[config.mk]
export PLATFORM = sky130hd
export DESIGN_NAME = periodic_timebase_interrupt
export DESIGN_NICKNAME = d
export VERILOG_FILES = /design/src/design/tick_pkg.sv /design/src/design/periodic_timebase_interrupt.sv
export VERILOG_INCLUDE_DIRS = /design/src /design/src/design
export SDC_FILE = /design/constraint.sdc
export NUM_CORES = 1
export LEC_CHECK = 0
export BUFFER_PORTS_ARGS = -buffer_cell sky130_fd_sc_hd__buf_2
export CELL_PAD_IN_SITES_DETAIL_PLACEMENT = 0
export CELL_PAD_IN_SITES_GLOBAL_PLACEMENT = 1
export CORE_UTILIZATION = 37
export DETAILED_ROUTE_END_ITERATION = 10
export PLACE_DENSITY = 0.85
export SYNTH_ARGS = -nofsm -noshare
export SYNTH_HDL_FRONTEND = slang
export SYNTH_SLANG_ARGS = --single-unit
[constraint.sdc]
create_clock -name pclk -period 2.8 [get_ports pclk]
set_input_delay 0.14 -clock pclk [delete_from_list [all_inputs] [get_ports pclk]]
set_output_delay 0.14 -clock pclk [all_outputs]
set_load 0.02 [all_outputs]
[src/design/tick_map.svh]
// register offsets, field positions, reset values and counter and synchronizer sizes of the timebase
// assumes a 32-bit apb slave with one aligned word per register
`ifndef TICK_MAP_SVH
`define TICK_MAP_SVH

`define TB_CTRL_OFFSET 12'h000
`define TB_STATUS_OFFSET 12'h004
`define TB_CLEAR_OFFSET 12'h008
`define TB_IRQ_EN_OFFSET 12'h00C

`define TB_CTRL_ENABLE_BIT 1
`define TB_CTRL_IRQ_EN_BIT 2
`define TB_CTRL_ACK_BIT 3
`define TB_CTRL_TAP_LSB 4
`define TB_CTRL_TAP_MSB 6
`define TB_CTRL_PENDING_BIT 7

`define TB_EVT_TICK_BIT 0
`define TB_EVT_WAKE_BIT 1
`define TB_EVT_BLOCKED_BIT 2
`define TB_EVT_WIDTH 3

`define TB_CTRL_RESET 8'h00
`define TB_EVT_RESET 3'h0
`define TB_COUNT_RESET 15'h0000

`define TB_COUNT_WIDTH 15
`define TB_SYNC_STAGES 3

`endif

[src/design/tick_pkg.sv]
// types used by the timebase block; the bench does not import them
// assumes tick_map.svh for the numeric layout
package tick_pkg;

  typedef struct packed {
    logic [2:0] tap_select;
    logic tick_irq_enable;
    logic tick_enable;
  } control_type;

  typedef struct packed {
    logic sel;
    logic enable;
    logic write;
    logic [11:0] addr;
    logic [31:0] wdata;
  } apb_req_type;

  typedef enum logic [1:0] {
    ACC_IDLE = 2'b00,
    ACC_OK = 2'b01,
    ACC_BLOCKED = 2'b10,
    ACC_UNMAPPED = 2'b11
  } access_type;

endpackage

[src/design/periodic_timebase_interrupt.sv]
// periodic timebase: divider chain on the oscillator clock with tap-selected tick flag
// assumes one pclk domain; oscillator_clock is an asynchronous pin, much slower than pclk
//
// Design decisions made here: the register offsets and the APB slave port.
`include "tick_map.svh"

////////////////////////////////////////////////////////////////////////////////
// What this block does
// RULE1: divider counts edges of oscillator clock
// RULE2: counter held zero while disabled
// RULE3: counting starts once enable set
// RULE4: tap codes give 32768 down to 8
// RULE5: tap overflow sets pending flag
// RULE6: pending and irq enable raise cpu request
// RULE7: writing one to acknowledge clears flag
// RULE8: acknowledge bit always reads zero
// RULE9: first flag at half period, then full
// RULE10: disable then enable restarts from zero
// RULE11: reset clears enable and irq enable
// RULE12: keeps running in wait mode
// RULE13: in stop, runs only with oscillator kept
// RULE14: tick in stop wakes the processor
// RULE15: control register closed in wait, stop
// RULE16: software changes tap only while disabled; the block does not block a tap write while running
// RULE17: request stands until flag acknowledged
module periodic_timebase_interrupt
(
  // apb slave
  input wire logic pclk,
  input wire logic presetn,
  input wire logic psel,
  input wire logic penable,
  input wire logic pwrite,
  input wire logic [11:0] paddr,
  input wire logic [31:0] pwdata,
  output logic [31:0] prdata,
  output logic pready,
  output logic pslverr,
  // clock source and power state
  input wire logic oscillator_clock,
  input wire logic wait_mode,
  input wire logic stop_mode,
  input wire logic osc_run_in_stop,
  // requests
  output logic tick_irq_request,
  output logic stop_wakeup,
  output logic irq
);

  ////////////////////////////////////////////////////////////////////////////////
  // bus request and decode

  tick_pkg::apb_req_type req;
  tick_pkg::access_type access_kind;
  wire setup_phase;
  wire access_phase;
  wire hit_ctrl;
  wire hit_status;
  wire hit_clear;
  wire hit_irq_en;
  wire mapped;
  wire low_power;

  assign req = '{sel: psel, enable: penable, write: pwrite, addr: paddr, wdata: pwdata};
  assign setup_phase = req.sel && !req.enable;
  assign access_phase = req.sel && req.enable;
  assign hit_ctrl = (req.addr == `TB_CTRL_OFFSET);
  assign hit_status = (req.addr == `TB_STATUS_OFFSET);
  assign hit_clear = (req.addr == `TB_CLEAR_OFFSET);
  assign hit_irq_en = (req.addr == `TB_IRQ_EN_OFFSET);
  assign mapped = hit_ctrl || hit_status || hit_clear || hit_irq_en;
  assign low_power = wait_mode || stop_mode;

  // classification fixed at setup so the answer cannot flip mid-transfer
  tick_pkg::access_type access_nxt;
  assign access_nxt = !setup_phase ? tick_pkg::ACC_IDLE
                    : !mapped ? tick_pkg::ACC_UNMAPPED
                    : (hit_ctrl && low_power) ? tick_pkg::ACC_BLOCKED // RULE15
                    : tick_pkg::ACC_OK;

  always_ff @(posedge pclk or negedge presetn)
  begin
    if (!presetn)
      access_kind <= tick_pkg::ACC_IDLE;
    else if (setup_phase)
      access_kind <= access_nxt;
  end

  wire do_write;
  assign do_write = access_phase && req.write && (access_kind == tick_pkg::ACC_OK);

  wire wr_ctrl;
  wire wr_clear;
  wire wr_irq_en;
  assign wr_ctrl = do_write && hit_ctrl;
  assign wr_clear = do_write && hit_clear;
  assign wr_irq_en = do_write && hit_irq_en;

  ////////////////////////////////////////////////////////////////////////////////
  // control register

  tick_pkg::control_type ctrl_r;
  tick_pkg::control_type ctrl_nxt;

  assign ctrl_nxt = wr_ctrl
    ? '{tap_select: req.wdata[`TB_CTRL_TAP_MSB:`TB_CTRL_TAP_LSB],
        tick_irq_enable: req.wdata[`TB_CTRL_IRQ_EN_BIT],
        tick_enable: req.wdata[`TB_CTRL_ENABLE_BIT]}
    : ctrl_r;

  always_ff @(posedge pclk or negedge presetn)
  begin
    if (!presetn)
      ctrl_r <= tick_pkg::control_type'(`TB_CTRL_RESET); // RULE11
    else
      ctrl_r <= ctrl_nxt;
  end

  wire ack_write;
  assign ack_write = wr_ctrl && req.wdata[`TB_CTRL_ACK_BIT]; // RULE7

  ////////////////////////////////////////////////////////////////////////////////
  // oscillator edge detection
  // three stages; a level counts only once the last two agree

  logic [`TB_SYNC_STAGES-1:0] osc_sync_r;
  logic osc_level_r;

  always_ff @(posedge pclk or negedge presetn)
  begin
    if (!presetn)
      osc_sync_r <= '0;
    else
      osc_sync_r <= {osc_sync_r[`TB_SYNC_STAGES-2:0], oscillator_clock};
  end

  wire osc_agree;
  wire tick_source_clock;
  assign osc_agree = (osc_sync_r[1] == osc_sync_r[2]);
  assign tick_source_clock = osc_agree && osc_sync_r[2] && !osc_level_r; // RULE1

  always_ff @(posedge pclk or negedge presetn)
  begin
    if (!presetn)
      osc_level_r <= 1'b0;
    else if (osc_agree)
      osc_level_r <= osc_sync_r[2];
  end

  ////////////////////////////////////////////////////////////////////////////////
  // divider chain

  localparam int CW = `TB_COUNT_WIDTH;

  logic [CW-1:0] count_r;
  logic [CW-1:0] count_nxt;
  logic [CW-1:0] count_inc;
  wire osc_alive;
  wire run_tick;

  // oscillator halts in stop unless kept alive, so the chain sits still
  assign osc_alive = !stop_mode || osc_run_in_stop; // RULE13
  // wait mode does not gate the chain
  assign run_tick = ctrl_r.tick_enable && osc_alive && tick_source_clock; // RULE12
  assign count_inc = count_r + CW'(1);
  assign count_nxt = !ctrl_r.tick_enable ? `TB_COUNT_RESET // RULE2 RULE10
                   : run_tick ? count_inc // RULE3
                   : count_r;

  always_ff @(posedge pclk or negedge presetn)
  begin
    if (!presetn)
      count_r <= `TB_COUNT_RESET;
    else
      count_r <= count_nxt;
  end

  // bit that rises at half the divide ratio; tap changes while running are not guarded
  function automatic logic [3:0] tap_index(input logic [2:0] sel);
    logic [3:0] idx;
    idx = 4'hE;
    case (sel)
      3'h0: idx = 4'hE;
      3'h1: idx = 4'hC;
      3'h2: idx = 4'hA;
      3'h3: idx = 4'h6;
      3'h4: idx = 4'h5;
      3'h5: idx = 4'h4;
      3'h6: idx = 4'h3;
      3'h7: idx = 4'h2;
      default: idx = 4'hE;
    endcase
    return idx;
  endfunction

  wire [3:0] tap_bit;
  wire tap_event;
  assign tap_bit = tap_index(ctrl_r.tap_select); // RULE4 RULE16
  // rising tap bit: first after half a period, then once per full period
  assign tap_event = run_tick && !count_r[tap_bit] && count_inc[tap_bit]; // RULE9

  ////////////////////////////////////////////////////////////////////////////////
  // pending flag and cpu request

  logic pending_r;
  wire pending_nxt;
  // a new overflow beats an acknowledge in the same cycle
  assign pending_nxt = tap_event || (pending_r && !ack_write); // RULE5 RULE7

  always_ff @(posedge pclk or negedge presetn)
  begin
    if (!presetn)
      pending_r <= 1'b0;
    else
      pending_r <= pending_nxt;
  end

  assign tick_irq_request = pending_r && ctrl_r.tick_irq_enable; // RULE6 RULE17

  logic wakeup_r;
  always_ff @(posedge pclk or negedge presetn)
  begin
    if (!presetn)
      wakeup_r <= 1'b0;
    else
      wakeup_r <= tap_event && stop_mode; // RULE14
  end
  assign stop_wakeup = wakeup_r;

  ////////////////////////////////////////////////////////////////////////////////
  // event status, clear and enable

  logic [`TB_EVT_WIDTH-1:0] evt_status_r;
  logic [`TB_EVT_WIDTH-1:0] evt_enable_r;
  logic [`TB_EVT_WIDTH-1:0] evt_set;
  logic [`TB_EVT_WIDTH-1:0] evt_clr;
  wire blocked_access;

  assign blocked_access = access_phase && (access_kind == tick_pkg::ACC_BLOCKED);
  assign evt_set = {blocked_access, wakeup_r, tap_event};
  assign evt_clr = wr_clear ? req.wdata[`TB_EVT_WIDTH-1:0] : '0;

  always_ff @(posedge pclk or negedge presetn)
  begin
    if (!presetn)
    begin
      evt_status_r <= `TB_EVT_RESET;
      evt_enable_r <= `TB_EVT_RESET;
    end
    else
    begin
      evt_status_r <= evt_set | (evt_status_r & ~evt_clr);
      evt_enable_r <= wr_irq_en ? req.wdata[`TB_EVT_WIDTH-1:0] : evt_enable_r;
    end
  end

  assign irq = |(evt_status_r & evt_enable_r);

  ////////////////////////////////////////////////////////////////////////////////
  // read data, taken at setup so prdata comes from a flop

  wire [31:0] ctrl_view;
  wire [31:0] rd_mux;
  logic [31:0] prdata_r;
  logic pslverr_r;

  // acknowledge position left at zero
  assign ctrl_view = {24'h000000, pending_r, ctrl_r.tap_select, 1'b0,
                      ctrl_r.tick_irq_enable, ctrl_r.tick_enable, 1'b0}; // RULE8
  assign rd_mux = (access_nxt != tick_pkg::ACC_OK) ? 32'h00000000
                : hit_ctrl ? ctrl_view
                : hit_status ? {29'h00000000, evt_status_r}
                : hit_irq_en ? {29'h00000000, evt_enable_r}
                : 32'h00000000;

  always_ff @(posedge pclk or negedge presetn)
  begin
    if (!presetn)
    begin
      prdata_r <= 32'h00000000;
      pslverr_r <= 1'b0;
    end
    else if (setup_phase)
    begin
      prdata_r <= pwrite ? 32'h00000000 : rd_mux;
      pslverr_r <= (access_nxt != tick_pkg::ACC_OK);
    end
  end

  assign prdata = prdata_r;
  assign pready = access_phase;
  assign pslverr = access_phase && pslverr_r;

  ////////////////////////////////////////////////////////////////////////////////
  // checks

  property p_hold_zero;
    @(posedge pclk) disable iff (!presetn)
    !ctrl_r.tick_enable |=> count_r == '0;
  endproperty
  a_hold_zero: assert property (p_hold_zero) else $error("counter not zero while off"); // RULE2

  property p_count_step;
    @(posedge pclk) disable iff (!presetn)
    ctrl_r.tick_enable && !wr_ctrl && tick_source_clock && !stop_mode
      |=> count_r == $past(count_r) + CW'(1);
  endproperty
  a_count_step: assert property (p_count_step) else $error("counter missed an edge"); // RULE3

  property p_wait_runs;
    @(posedge pclk) disable iff (!presetn)
    wait_mode && !stop_mode && ctrl_r.tick_enable && !wr_ctrl && tick_source_clock
      |=> count_r != $past(count_r);
  endproperty
  a_wait_runs: assert property (p_wait_runs) else $error("counter idle in wait"); // RULE12

  property p_flag_set;
    @(posedge pclk) disable iff (!presetn)
    tap_event |=> pending_r;
  endproperty
  a_flag_set: assert property (p_flag_set) else $error("overflow did not set flag"); // RULE5

  property p_div8_phase;
    @(posedge pclk) disable iff (!presetn)
    tap_event && ctrl_r.tap_select == 3'h7 |-> count_r[2:0] == 3'h3;
  endproperty
  a_div8_phase: assert property (p_div8_phase) else $error("tap fired at wrong count"); // RULE9

  property p_ack_clear;
    @(posedge pclk) disable iff (!presetn)
    ack_write && !tap_event |=> !pending_r ##0 !tick_irq_request;
  endproperty
  a_ack_clear: assert property (p_ack_clear) else $error("acknowledge left flag set"); // RULE7

  property p_ack_zero_keeps;
    @(posedge pclk) disable iff (!presetn)
    wr_ctrl && !req.wdata[`TB_CTRL_ACK_BIT] && pending_r |=> pending_r;
  endproperty
  a_ack_zero_keeps: assert property (p_ack_zero_keeps) // RULE7
    else $error("zero write cleared flag");

  property p_ack_reads_zero;
    @(posedge pclk) disable iff (!presetn)
    access_phase && !pwrite && hit_ctrl |-> !prdata[`TB_CTRL_ACK_BIT];
  endproperty
  a_ack_reads_zero: assert property (p_ack_reads_zero) // RULE8
    else $error("acknowledge read as one");

  property p_irq_follows;
    @(posedge pclk) disable iff (!presetn)
    $rose(pending_r) && ctrl_r.tick_irq_enable |-> tick_irq_request [*1] ##1
      (tick_irq_request || !pending_r || !ctrl_r.tick_irq_enable);
  endproperty
  a_irq_follows: assert property (p_irq_follows) else $error("cpu request dropped early"); // RULE6

  property p_stop_idle;
    @(posedge pclk) disable iff (!presetn)
    stop_mode && !osc_run_in_stop && ctrl_r.tick_enable && !wr_ctrl |=> $stable(count_r);
  endproperty
  a_stop_idle: assert property (p_stop_idle) else $error("counter ran in stop"); // RULE13

  property p_wake;
    @(posedge pclk) disable iff (!presetn)
    tap_event && stop_mode |=> stop_wakeup ##1 evt_status_r[`TB_EVT_WAKE_BIT];
  endproperty
  a_wake: assert property (p_wake) else $error("no wakeup from stop"); // RULE14

  property p_closed_low_power;
    @(posedge pclk) disable iff (!presetn)
    setup_phase && hit_ctrl && low_power ##1 access_phase |-> pslverr ##1 $stable(ctrl_r);
  endproperty
  a_closed_low_power: assert property (p_closed_low_power) // RULE15
    else $error("control reached in low power");

  property p_restart;
    @(posedge pclk) disable iff (!presetn)
    $rose(ctrl_r.tick_enable) |-> count_r == '0;
  endproperty
  a_restart: assert property (p_restart) else $error("counter kept value over restart"); // RULE10

endmodule

==> run summary <==
Async set or reset register ratio after synthesis: 100%
Yosys cell types: 52
Routability cong.: 0.799
Max Fclk: 465 MHz
M2 GR Usage: 22.8%
Switching power: 0.287 mW
Crit Path Class: register to register
Clock-pin slew on the worst setup and hold paths: 0.09 ns
Pint: 0.810 mW
CTS root buffer: clkbuf_8
Worst reg2reg setup slack: 0.65 ns
Register area: 1050 um2
Max-Cap Viols: 0
Post-CTS Repair Setup Buffers: 0
Cell Pwr Density: 411 nW/um2
Syn Std Cell Area: 2430 um2
Core footprint: 6350 um2
Setup TNS Final: 0 ns
Cts repair resizes: 0
Fin crit share: 76.7%
Initial antenna violation count: 0
Worst VDD drop: 0.219 mV
Routed wire per std cell: 12.6 um
Pwr Total: 1.10 mW
Met1 GRT Util: 18.6%
Filler cell count: 627
Seq pwr share: 55.8%
Synth warn: 0
Reg2Reg Launch Point: ctrl_r[2]
# IOs: 90
Total GRT Usage: 14.1%
Initial DRC count: 82
First-pass GRT wire length: 7960 um
Post-Syn Instances: 248
Hold WS: -0.0374 ns
Combinational group share of total power: 8.1%
PortBufs: 39
Final Skew: 0.00479 ns
Rel. slew slack: 40.0%
CTS hold repair buffers: 1
Worst Setup SP: ctrl_r[2]
Sequential fraction of the synthesis area: 43.3%
Worst-path cell chain: o21bai_1, nor3b_1, a2111o_1, a32oi_1, a211o_2, nand2_1
DR vias: 1,822
Area grow syn2layout: 9.89%
R2R cell count: 6
Vias in the first global route: 1,729
Avg Inst Size Synth: 9.79 um2
Critical Path End Type: register
Initial Utilization: 38.2%
Horiz. Die Dim: 83.0 um
Synth Flop Type: dfrtp_1
# H-tree levels: 2
Fin nets: 339
WP depth: 6
Crit path launch type: register
CTS tree: yes
WL final: 4570 um
Row count: 29
Crit path arrival time: 2.34 ns
CP max stage cell: o21bai_1
Drc violations: 0
Min-delay worst type: primary input to async pin
Post-synthesis sequential element count: 42
Multi-input logic area: 1190 um2
Required time worst endpoint: 2.99 ns
Final setup fails: 0
CTS Buffer Depth: 2
CP top delay family: compound AO/OA/AOI/OAI gates
Drt via density: 5.03
Status: finished, violations left
Tmin final: 2.15 ns
Final ANT Viol Nets: 0
Critical R2R Capture: pending_r
1st-pass router iterations: 4
Slowest stage delay, CP: 0.60 ns
ANT cells: 0
Leakage power: 1.27 nW
Crit Path Max Fanout: 11
Buf+Inv Stages, Crit Path: 0
Die H: 83.0 um
GR met3 Demand/Resource: 2.49%
Post-DP HPWL: 3370 um
Clk_lat worst skew: 0.30 ns
Share of cells above drive strength 1: 22.1%
Slew Limit Fails: 0
Most Crowded Layer GR: met2
Clock share of power: 36.1%
Post-synth EDFFs: 0
Worst-margin pin slew: 0.901 ns
Worst setup path endpoint: pending_r
Largest net degree at the start of global routing: 43
Die ar.: 6890 um2
Failing checks: negative hold slack
Switching share of power: 26.2%
RSZ-0062 raised after global routing: false
Final hold violations: 42
Clock Sinks: 42
CTS Buf Count: 5
Congestion Overflow GR: 0
metrics by stage:
stage	area, um2	hold slack [ns]	instances	setup WS (ns)	utilization (%)
2_1_floorplan	2520	-0.156	272	0.833	-
3_3_place_gp	2570	0.251	353	0.712	40.5
5_1_grt	2670	0.0428	362	0.500	42.0
3_5_place_dp	2570	0.252	353	0.694	40.5
6_report	2670	-0.0374	362	0.651	42.0
4_1_cts	2670	0.000541	362	0.677	42.0
cell usage in the layout, fill, tap and decap left out, types with 5 or more instances in the layout:
cell type	Yosys	routed
and2_1	18	18
buf_2	4	39
clkbuf_8	0	5
conb_1	1	25
dfrtp_1	42	42
inv_1	9	9
mux2_2	10	10
nand2_1	19	19
nand3_1	9	9
nand4_1	7	7
nor2_1	13	13
nor2b_1	8	8
nor4_1	5	5
o21ai_0	5	5
xnor2_1	13	13
how the worst min path moves through the flow:
stage | from | endpoint | slack (ns) | cells after the start
after global routing | presetn | osc_sync_r[2] | 0.04 | 1
after detailed placement | oscillator_clock | osc_sync_r[0] | 0.25 | 1
after floorplan | presetn | access_kind[0] | -0.16 | 0
final | presetn | count_r[11] | -0.04 | 1
after CTS | presetn | osc_sync_r[0] | 0.0005 | 1
after global placement | oscillator_clock | osc_sync_r[0] | 0.25 | 1
per-layer routing:
layer / wire length (um) / part of all wire [%]
met5: 0 / 0
met4: 95 / 2.1
met3: 189 / 4.1
met2: 2060 / 45
met1: 2230 / 49
cell type report:
type / instances / share of cell area, %
Multi-Input combinational cell: 186 / 44.7
Clock inverter: 3 / 0.797
Timing Repair Buffer: 40 / 7.69
Clock buffer: 5 / 2.58
Inverter: 9 / 1.27
Sequential cell: 42 / 39.4
Tap cell: 77 / 3.61
sequential cells by signal, summed over array words and instances, names as in the netlist:
name          cells
access_kind       2
count_r          15
evt_enable_r      3
osc_level_r       1
ctrl_r            5
stop_wakeup       1
osc_sync_r        3
prdata            7
pslverr_r         1
pending_r         1
evt_status_r      3
cell usage after synthesis (3+ instances only):
cell type,instances,share of area [%]
dfrtp_1,42,43
buf_4,26,8.0
nand2_1,19,2.9
and2_1,18,4.6
nor2_1,13,2.0
xnor2_1,13,4.7
mux2_2,10,4.6
inv_1,9,1.4
nand3_1,9,1.9
nor2b_1,8,2.1
nand4_1,7,1.8
nor4_1,5,1.3
o21ai_0,5,1.0
a22o_1,4,1.4
buf_2,4,0.82
clkbuf_1,4,0.62
mux2i_1,4,1.6
nor3_1,4,0.82
a21oi_1,3,0.62
and3_1,3,0.77
nor3b_1,3,0.93
power groups by stage:
stage / registers, mW / logic (mW) / clock network (mW)
global route: 0.613 / 0.0982 / 0.433
floorplan: 0.624 / 0.0772 / 0
detailed placement: 0.624 / 0.0887 / 0
CTS: 0.612 / 0.0901 / 0.412
finish: 0.612 / 0.0887 / 0.396
global placement: 0.624 / 0.0878 / 0
logic make-up (layout without fill, tap and decap cells):
group	count (synthesis)	in the layout	synth area share [%]
buf+inv	44	57	11.3
xor+xnor	15	15	5.41
fa+ha+maj	2	2	1.03
compound gates	31	31	9.89
other cells	1	25	0.154
simple gates	99	99	22.6
mux	14	14	6.29
flops	42	42	43.3
No activity file was read; power rests on OpenSTA's default activity.
